===== config.mk =====
export PLATFORM = sky130hd
export DESIGN_NAME = rsp_frontend
export DESIGN_NICKNAME = d
export VERILOG_FILES = /design/src/rsp_pkg.sv /design/src/rsp_frontend.sv
export SDC_FILE = /design/constraint.sdc
export NUM_CORES = 1
export LEC_CHECK = 0
export ABC_AREA = 0
export BUFFER_PORTS_ARGS = -buffer_cell sky130_fd_sc_hd__buf_2
export CORE_ASPECT_RATIO = 1.1
export CORE_MARGIN = 2
export CORE_UTILIZATION = 55
export CTS_BUF_LIST = sky130_fd_sc_hd__clkbuf_8
export CTS_CLUSTER_SIZE = 8
export DETAILED_ROUTE_END_ITERATION = 10
export PLACE_DENSITY = 0.81
export SLEW_MARGIN = 15
export SYNTH_ARGS = -nofsm -noshare
export SYNTH_HDL_FRONTEND = slang
export SYNTH_SLANG_ARGS = --single-unit
export TNS_END_PERCENT = 30

===== constraint.sdc =====
create_clock -name mclk_i -period 3.35 [get_ports mclk_i]
set_clock_uncertainty 0.15 [all_clocks]
set_input_delay 1.005 -clock mclk_i [delete_from_list [all_inputs] [get_ports mclk_i]]
set_output_delay 1.005 -clock mclk_i [all_outputs]
set_load 0.01 [all_outputs]

===== src/rsp_pkg.sv =====
// constants, types and mode decoding for the rtc serial port front end
package rsp_pkg;
   localparam logic [3:0] MODE_RD_B1 = 4'h9;
   localparam logic [3:0] MODE_RD_B2 = 4'hA;
   localparam logic [3:0] MODE_RD_B3 = 4'hB;
   localparam logic [3:0] MODE_WR_B1 = 4'h1;
   localparam logic [3:0] MODE_WR_B2 = 4'h2;
   localparam logic [3:0] MODE_WR_B3 = 4'h3;
   localparam logic [1:0] BANK_NONE = 2'h0;
   localparam logic [1:0] BANK1 = 2'h1;
   localparam logic [1:0] BANK2 = 2'h2;
   localparam logic [1:0] BANK3 = 2'h3;
   localparam logic [2:0] MODE_LAST_BIT = 3'h3;
   localparam logic [2:0] ADDR_LAST_BIT = 3'h3;
   localparam logic [2:0] DATA_LAST_BIT = 3'h7;
   localparam logic [2:0] BITCNT_RST = 3'h0;
   localparam logic [3:0] ADDR_RST = 4'h0;
   localparam logic [7:0] DATA_RST = 8'h00;
   localparam logic [3:0] ADDR_STEP = 4'h1;
   localparam logic [2:0] BIT_STEP = 3'h1;

   typedef enum logic [2:0] {
      RSP_MODE  = 3'b000,
      RSP_ADDR  = 3'b001,
      RSP_WDATA = 3'b011,
      RSP_RDATA = 3'b101,
      RSP_SKIP  = 3'b100
   } rsp_state_e;

   typedef struct packed {
      logic valid;
      logic read;
      logic [1:0] bank;
   } rsp_mode_s;

   typedef struct packed {
      logic wr;
      logic rd;
      logic ext_bank;
      logic alt_view;
      logic [3:0] addr;
      logic [7:0] wdata;
   } rsp_req_s;

   localparam rsp_mode_s MODE_RST = '{valid: 1'b0, read: 1'b0, bank: BANK_NONE};

   function automatic rsp_mode_s rsp_decode(input logic [3:0] code);
      rsp_mode_s m;
      m = MODE_RST;
      case (code)
         MODE_RD_B1: m = '{valid: 1'b1, read: 1'b1, bank: BANK1};
         MODE_RD_B2: m = '{valid: 1'b1, read: 1'b1, bank: BANK2};
         MODE_RD_B3: m = '{valid: 1'b1, read: 1'b1, bank: BANK3};
         MODE_WR_B1: m = '{valid: 1'b1, read: 1'b0, bank: BANK1};
         MODE_WR_B2: m = '{valid: 1'b1, read: 1'b0, bank: BANK2};
         MODE_WR_B3: m = '{valid: 1'b1, read: 1'b0, bank: BANK3};
         default: m = MODE_RST;
      endcase
      return m;
   endfunction : rsp_decode
endpackage : rsp_pkg

===== src/rsp_frontend.sv =====
// serial port, clock output gate and interrupt pin of the rtc front end
//
// Summary of operation
// - serial access is accepted only while chip enable is high.
// - data output is high impedance whenever chip enable is low.
// - while deselected, shift clock and data input change nothing.
// - write bits are sampled on each rising shift clock edge.
// - read bits change on the data output after each falling edge.
// - gate high drives the clock pin with the 32.768 kHz oscillator.
// - gate low stops the clock pin and leaves it high impedance.
// - events pull one active-low open-drain interrupt pin low, never high.
// - transfer opens with a mode code; 9,A,B read and 1,2,3 write banks.
// - same-named registers of banks one and two share one storage.
`timescale 1ns/1ps
module rsp_frontend (
   input wire logic mclk_i,
   input wire logic rst_n_i,
   input wire logic ce_i,
   input wire logic sclk_i,
   input wire logic serial_data_in_i,
   input wire logic clock_out_gate_i,
   input wire logic osc_32k_i,
   input wire logic alarm_evt_i,
   input wire logic timer_evt_i,
   input wire logic update_evt_i,
   input wire logic [7:0] reg_rdata_i,
   output logic sdo_o,
   output logic sdo_oe_o,
   output logic clock_out_pin_o,
   output logic clock_out_pin_oe_o,
   output logic int_n_o,
   output logic int_n_oe_o,
   output rsp_pkg::rsp_req_s reg_req_o
);
   import rsp_pkg::*;

   rsp_state_e state_ff;
   rsp_mode_s mode_ff;
   logic [2:0] bitcnt_ff;
   logic [7:0] shift_ff;
   logic [3:0] addr_ff;
   logic [7:0] wdata_ff;
   logic wr_ff;
   logic fetch_ff;
   logic [7:0] rdsr_ff;
   logic sdo_ff;
   logic sdo_oe_ff;
   logic sclk_ff;
   logic clock_out_pin_ff;
   logic clock_out_pin_oe_ff;
   logic evt_ff;
   logic sclk_rise;
   logic sclk_fall;
   logic [7:0] nxt_shift;
   rsp_mode_s nxt_mode;

   // edges count only while selected
   assign sclk_rise = ce_i & sclk_i & ~sclk_ff;
   assign sclk_fall = ce_i & ~sclk_i & sclk_ff;
   assign nxt_shift = {shift_ff[6:0], serial_data_in_i};
   assign nxt_mode = rsp_decode(nxt_shift[3:0]);

   always_ff @(posedge mclk_i or negedge rst_n_i) begin
      if (!rst_n_i) begin
         sclk_ff <= 1'b0;
      end else begin
         sclk_ff <= sclk_i;
      end
   end

   // transfer sequencing
   always_ff @(posedge mclk_i or negedge rst_n_i) begin
      if (!rst_n_i) begin
         state_ff <= RSP_MODE;
         bitcnt_ff <= BITCNT_RST;
         shift_ff <= DATA_RST;
         mode_ff <= MODE_RST;
      end else if (!ce_i) begin
         state_ff <= RSP_MODE;
         bitcnt_ff <= BITCNT_RST;
         shift_ff <= DATA_RST;
      end else if (sclk_rise) begin
         shift_ff <= nxt_shift;
         bitcnt_ff <= bitcnt_ff + BIT_STEP;
         case (state_ff)
            RSP_MODE: begin
               if (bitcnt_ff == MODE_LAST_BIT) begin
                  bitcnt_ff <= BITCNT_RST;
                  mode_ff <= nxt_mode;
                  state_ff <= nxt_mode.valid ? RSP_ADDR : RSP_SKIP;
               end
            end
            RSP_ADDR: begin
               if (bitcnt_ff == ADDR_LAST_BIT) begin
                  bitcnt_ff <= BITCNT_RST;
                  state_ff <= mode_ff.read ? RSP_RDATA : RSP_WDATA;
               end
            end
            RSP_WDATA: state_ff <= RSP_WDATA;
            RSP_RDATA: state_ff <= RSP_RDATA;
            RSP_SKIP: state_ff <= RSP_SKIP;
            default: state_ff <= RSP_SKIP;
         endcase
      end
   end

   // register address, auto-incremented per byte
   always_ff @(posedge mclk_i or negedge rst_n_i) begin
      if (!rst_n_i) begin
         addr_ff <= ADDR_RST;
      end else if (sclk_rise && state_ff == RSP_ADDR && bitcnt_ff == ADDR_LAST_BIT) begin
         addr_ff <= nxt_shift[3:0];
      end else if (wr_ff) begin
         addr_ff <= addr_ff + ADDR_STEP;
      end else if (sclk_rise && state_ff == RSP_RDATA && bitcnt_ff == DATA_LAST_BIT) begin
         addr_ff <= addr_ff + ADDR_STEP;
      end
   end

   // write strobe after each full byte
   always_ff @(posedge mclk_i or negedge rst_n_i) begin
      if (!rst_n_i) begin
         wr_ff <= 1'b0;
         wdata_ff <= DATA_RST;
      end else begin
         wr_ff <= sclk_rise && state_ff == RSP_WDATA && bitcnt_ff == DATA_LAST_BIT;
         if (sclk_rise && state_ff == RSP_WDATA && bitcnt_ff == DATA_LAST_BIT) begin
            wdata_ff <= nxt_shift;
         end
      end
   end

   // read fetch and output shifter
   always_ff @(posedge mclk_i or negedge rst_n_i) begin
      if (!rst_n_i) begin
         fetch_ff <= 1'b0;
         rdsr_ff <= DATA_RST;
         sdo_ff <= 1'b0;
         sdo_oe_ff <= 1'b0;
      end else begin
         fetch_ff <= sclk_rise && ((state_ff == RSP_ADDR && bitcnt_ff == ADDR_LAST_BIT
                     && mode_ff.read) || (state_ff == RSP_RDATA && bitcnt_ff == DATA_LAST_BIT));
         if (fetch_ff) begin
            rdsr_ff <= reg_rdata_i;
         end else if (sclk_fall && state_ff == RSP_RDATA) begin
            rdsr_ff <= {rdsr_ff[6:0], 1'b0};
         end
         if (sclk_fall && state_ff == RSP_RDATA) begin
            sdo_ff <= rdsr_ff[7];
         end
         if (!ce_i) begin
            sdo_oe_ff <= 1'b0;
         end else if (sclk_fall && state_ff == RSP_RDATA) begin
            sdo_oe_ff <= 1'b1;
         end
      end
   end

   // clock output gate and interrupt pin
   always_ff @(posedge mclk_i or negedge rst_n_i) begin
      if (!rst_n_i) begin
         clock_out_pin_ff <= 1'b0;
         clock_out_pin_oe_ff <= 1'b0;
         evt_ff <= 1'b0;
      end else begin
         clock_out_pin_ff <= osc_32k_i & clock_out_gate_i;
         clock_out_pin_oe_ff <= clock_out_gate_i;
         evt_ff <= alarm_evt_i | timer_evt_i | update_evt_i;
      end
   end

   assign sdo_o = sdo_ff;
   assign sdo_oe_o = sdo_oe_ff & ce_i;
   assign clock_out_pin_o = clock_out_pin_ff;
   assign clock_out_pin_oe_o = clock_out_pin_oe_ff;
   assign int_n_o = 1'b0;
   assign int_n_oe_o = evt_ff;
   assign reg_req_o = '{wr: wr_ff, rd: fetch_ff,
                        ext_bank: mode_ff.bank == BANK3,
                        alt_view: mode_ff.bank == BANK2,
                        addr: addr_ff, wdata: wdata_ff};
endmodule : rsp_frontend


Word-level counts from Yosys, hierarchy flattened
Cells that the tools add are included.
{"block": "totals", "regBits": 44, "input_bits": 18, "elab_cells": 84}
{"block": "op_classes", "n_addsub": 2, "eq_ne": 17, "muxes": 21, "n_bitwise": 10, "n_reduce_logical": 18}
{"operator": "3-bit two-way mux", "count": 10}
{"operator": "4-bit one-hot mux with 6 select lines", "count": 1}
{"operator": "8-bit two-way mux", "count": 2}
{"operator": "7-bit two-way mux", "count": 2}
{"operator": "4-bit equality test (second input constant)", "count": 3}
{"operator": "4-bit two-way mux", "count": 3}
{"operator": "3-bit one-hot mux with 4 select lines", "count": 1}
{"operator": "1-bit logical AND", "count": 11}
{"operator": "4-bit by 2-bit equality test with 1-bit output (second input constant)", "count": 2}
{"operator": "1-bit bitwise AND", "count": 6}
{"operator": "3-bit by 2-bit equality test with 1-bit output (second input constant)", "count": 2}
{"operator": "3-bit equality test (second input constant)", "count": 2}
{"operator": "3-bit != test (second input constant)", "count": 2}
{"operator": "4-bit by 1-bit adder with 4-bit output (second input constant)", "count": 1}
{"operator": "2-bit equality test (second input constant)", "count": 2}
{"operator": "4-bit by 1-bit equality test with 1-bit output (second input constant)", "count": 1}
{"operator": "2-bit by 1-bit != test with 1-bit output (second input constant)", "count": 2}
{"operator": "4-bit AND reduction", "count": 1}
{"operator": "3-bit by 1-bit adder with 3-bit output (second input constant)", "count": 1}
{"operator": "3-bit by 1-bit equality test with 1-bit output (second input constant)", "count": 1}
{"operator": "3-bit zero test", "count": 1}
{"operator": "3-bit AND reduction", "count": 1}
{"operator": "3-bit nonzero test", "count": 1}
{"operator": "1-bit two-way mux", "count": 2}
{"operator": "other kinds (5)", "count": 7}

Depth between registers and ports, before layout
{"block": "logic_depth", "depth_word": 7, "mapped_depth": 6, "mapped_depth_nobuf": 5}

Worst setup path before layout
No wires, ideal clock.
{"block": "synth_path", "path_type": "in2out", "from": "in ce_i", "to": "out sdo_oe_o", "arrival_time_ps": 1365, "required_time_ps": 2195, "slack_ps": 830, "path_stages": 2, "path_cell_list": "clkbuf_2 > and2_1"}
{"block": "synth_between", "elab_chain_cells": 1}
{"element": "start, declared", "line": "rsp_frontend.sv:18", "rtl": "input wire logic ce_i,"}
{"element": "1-bit bitwise AND", "line": "rsp_frontend.sv:173", "rtl": "assign sdo_oe_o = sdo_oe_ff & ce_i;"}
{"element": "end, declared", "line": "rsp_frontend.sv:28", "rtl": "output logic sdo_oe_o,"}
No other way between the ends.

Final worst setup path
Same ends and word-level chain as after synthesis.

==> results.txt <==
The largest incremental delay on the critical path came out at roughly 270 ps. The sequential cell area came out at 1100 sq um. Traced cell by cell, the critical path runs through buf_2 > and2_1 > buf_2.

The placeable core region came out at 3600 sq um. The cell repeated most along the worst path is sky130_fd_sc_hd__buf_2. The repair_antennas step left the layout with diodes totalling 0. The routability-driven placement congestion ratio came out at 0.784. The post-CTS clock slew at the launch and capture registers of the worst setup and hold paths is ~80 ps. The net count after synthesis came out at 206. The cts-stage hold buffer count came out at 0. In this run the horizontal extent of the chip is 62.0 um. The area of combinational cells with multiple inputs is 840 sq um.

The synthesized area per cell came out at 10.9 sq um. The per-cell routed wire length came out at 14.2 um. For this run the aggregate overflow at the end of global routing stands at 0. TritonCTS built the clock tree.

The number of standard-cell rows in the floorplan came out at 23. Entering global routing, the biggest net connects 45 pins. The end of the worst hold path is wdata_ff[3]$_DFFE_PN0P_. The XOR/XNOR share of the synthesized area is 0.431%. The global router's overall resource usage came out at 20.3%. STA classifies the critical path endpoint as a primary output. Headroom to the max-slew limit came out at 37.0%. The quantity of I/O buffers inserted on ports came out at 38. Data arrives at the worst endpoint at 1610 ps. Dividing total power by cell area gives a power density of 440 nW/um^2. The maximum fanout along the worst path is 18. In this run the count of I/O pins placed on the die edge is 40. The initial antenna violation count came out at 0. The synthesized netlist devotes roughly 17% of its cell area to simple gates. The register area share after synthesis came out at 54.2%. For this run, the leading register cell type out of synthesis is sky130_fd_sc_hd__dfrtp_1. The kind of critical path is in2out. The number of buffers inserted during clock tree synthesis came out at 5. The die covers roughly 4200 sq um. After legalization and detailed placement, the total HPWL measured roughly 2800 um. The pin slew with the least headroom to its limit is 946 ps. The synthesized netlist contains 38 unique library cells.

In this run the critical register-to-register path is launched from sclk_ff$_DFF_PN0_. The final number of max-transition violations is 0. The global-route wire length before repair is about 6000 um. The layout overhead on the synthesized area is 15.6%.

Counting flops and latches in the post-synthesis netlist gives 44. The total detailed-routing wirelength came out at 3860 um. The detailed-route vias per instance came out at 5.35. Static timing analysis puts the maximum clock frequency at ~0.36 GHz. The part of the cycle the worst path needs is between 80% and 90%. The number of cells on the worst reg-to-reg path came out at 4. The multiplexer fraction of the synthesized cell area came out at 11.5%. Summed over all failing endpoints, the final setup total negative slack is 0 ps.

The remaining antenna violation count is 0. The number of H-tree branching levels came out at 2. The count of cell instances traversed by the critical path came out at 3. The DRC violation count after routing is 0.

The post-CTS resize count is 0. For the finished layout, the period the worst path requires is between 2000 and 3000 ps. Setup repair after global routing left no endpoint under its margin.

The insertion delay of the later-clocked pin in the worst-skew pair came out at 300 ps. The first-pass iteration count of the detailed router is 5. The tree is rooted in a sky130_fd_sc_hd__clkbuf_8. The flow ran to the end, and the final reports show no timing, DRC or antenna violations. The static power due to leakage came out at 1.15 nW. The adder-cell share of the synthesized area is around 1.2%.

The number of maximum-capacitance constraint violations is 0. The most critical setup path has its startpoint at ce_i. The worst setup path is launched from an input port. The vertical die dimension came out at 67.8 um. The via count of the first global-routing pass is 1356. The endpoint required time on the critical path came out at 2190 ps. The worst ir drop on vdd came out at 441 uV. The startpoint of the lowest-slack hold path is wdata_ff[3]$_DFFE_PN0P_. Once the floorplan was initialized, standard cells occupied a little under three fifths of the core. The number of post-CTS setup repair buffers is 0. No sink is reached through more buffers than the 2 on the longest clock path.

The warning count from the yosys run came out at 0. The worst hold path depth came out at 1. The endpoint identified for the worst register-to-register timing path is wdata_ff[7]$_DFFE_PN0P_. The worst hold-check slack came out at ~360 ps. The synthesized design contains 0 enable-type register cells. The number of failing hold endpoints at the final stage came out at 0. The class of the worst hold path is reg2reg.

The buffers plus inverters on the worst setup path came out at 2. The final count of negative-setup-slack endpoints is 0. The cell with the largest stage delay on the worst path is sky130_fd_sc_hd__buf_2. The TritonCTS sink count is between 40 and 50. The complex-gate fraction of the synthesized area came out at a little over a tenth. The share of synthesized registers carrying an async set or reset is 100%. The via count of the routed design is around 1500. The synthesized cell area is around 2000 sq um. The number of DRC markers after the initial detailed-route iteration is 80.

The cell count after synthesis is ~190. The fraction of final layout cells sized beyond drive strength 1 is 29.9%. In this design, the largest share of critical-path delay is due to buffers and inverters. The count of fill cells added during filler insertion is between 200 and 300. The dominant combinational cell family by area after synthesis is simple AND/OR/NAND/NOR gates. The number of nets in the layout came out at 240. Across all register-to-register paths, the minimum setup slack is 1220 ps.
[cells in the final DEF, fill, tap and decap left out, types with 6 or more instances in the layout]
cell type | netlist | routed
sky130_fd_sc_hd__nand2_1 | 29 | 29
sky130_fd_sc_hd__mux2_2 | 11 | 11
sky130_fd_sc_hd__a21boi_0 | 10 | 10
sky130_fd_sc_hd__o21ai_0 | 10 | 10
sky130_fd_sc_hd__clkbuf_8 | 0 | 7
sky130_fd_sc_hd__nor2b_1 | 6 | 6
sky130_fd_sc_hd__mux2i_1 | 11 | 11
sky130_fd_sc_hd__buf_2 | 3 | 38
sky130_fd_sc_hd__dfrtp_1 | 44 | 44
sky130_fd_sc_hd__nor2_1 | 6 | 6
sky130_fd_sc_hd__nor3_1 | 6 | 6
[Yosys cell counts (2+ instances only)]
master	number	share of area [%]
sky130_fd_sc_hd__mux2_2	11	6.1
sky130_fd_sc_hd__nor2b_1	6	1.8
sky130_fd_sc_hd__nor3_1	6	1.5
sky130_fd_sc_hd__buf_4	4	1.5
sky130_fd_sc_hd__o31ai_1	2	0.74
sky130_fd_sc_hd__ha_1	2	1.2
sky130_fd_sc_hd__and2_1	3	0.92
sky130_fd_sc_hd__nand2b_1	2	0.62
sky130_fd_sc_hd__a31oi_1	3	0.92
sky130_fd_sc_hd__a21boi_0	10	3.7
sky130_fd_sc_hd__nand2_1	29	5.4
sky130_fd_sc_hd__mux2i_1	11	5.4
sky130_fd_sc_hd__a21oi_1	4	0.99
sky130_fd_sc_hd__inv_1	4	0.74
sky130_fd_sc_hd__buf_2	3	0.74
sky130_fd_sc_hd__dfrtp_1	44	54
sky130_fd_sc_hd__nand3_1	3	0.74
sky130_fd_sc_hd__nor2_1	6	1.1
sky130_fd_sc_hd__o2bb2a_1	2	0.99
sky130_fd_sc_hd__o21ai_0	10	2.5
sky130_fd_sc_hd__clkbuf_1	4	0.74
[cell type report]
| type | instances | area share [%] |
|---|---|---|
| timing repair buffer | 40 | 8.73 |
| clock inverter | 1 | 1.28 |
| tap | 50 | 2.66 |
| inverter | 4 | 0.639 |
| clock buffer | 7 | 4.10 |
| sequential | 44 | 46.9 |
| multi-input combinational | 125 | 35.7 |
[sequential cells by signal (all words and copies together) (netlist names), 3 cells and up]
name and cells:
addr_ff 4, wdata_ff 8, shift_ff 7, rdsr_ff 8, bitcnt_ff 3, mode_ff 3
state_ff 3
[cell families after synthesis]
group / Yosys count
muxes: 22
and+or+nand+nor: 65
DFF: 44
buffers and inverters: 17
AOI/OAI and AO/OA: 34
other: 1
xor gates and xnor gates: 1
adders and majority gates: 2
[worst register-to-register path: stages, from the launching register on]
cell and delay, ps:
sky130_fd_sc_hd__dfrtp_1 400, sky130_fd_sc_hd__nand2b_1 340, sky130_fd_sc_hd__nor3_1 340, sky130_fd_sc_hd__and4_2 430, sky130_fd_sc_hd__mux2_2 360
[metrics by stage]
stage / total power, mW / cell area, sq um / worst slack, ps / instances / utilization, %
floorplan: 0.581 / 2030 / 830 / 186 / -
global placement: 0.607 / 2220 / 593 / 263 / 61.8
detailed placement: 0.609 / 2220 / 564 / 263 / 61.8
CTS: 1.04 / 2350 / 583 / 271 / 65.3
global route: 1.07 / 2350 / 541 / 271 / 65.3
finish: 1.03 / 2350 / 589 / 271 / 65.3
[worst max-delay path by stage]
stage,endpoint,slack (ps)
global route,sdo_oe_o,540
finish,sdo_oe_o,590
global placement,sdo_oe_o,590
floorplan,sdo_oe_o,830
detailed placement,wdata_ff[6]$_DFFE_PN0P_,560
CTS,sdo_oe_o,580
[routing by layer]
metal  up-vias  routed length, um  global-route usage, %
met5         -                  0                      0
met4         0                 48                   6.38
met3         6                155                   5.17
met2        29               1930                   31.9
met1       710               1720                   27.2
li1        705                  -                      -
[where the power goes]
part           leakage (nW)  total [mW]  switching [mW]  internal, mW
logic                 0.496      0.0523          0.0323        0.0200
clock network        0.0645       0.437           0.174         0.263
registers             0.588       0.546         0.00740         0.538
total                  1.15        1.03           0.213         0.821
Note: power is estimated with default switching activity, not from simulation.
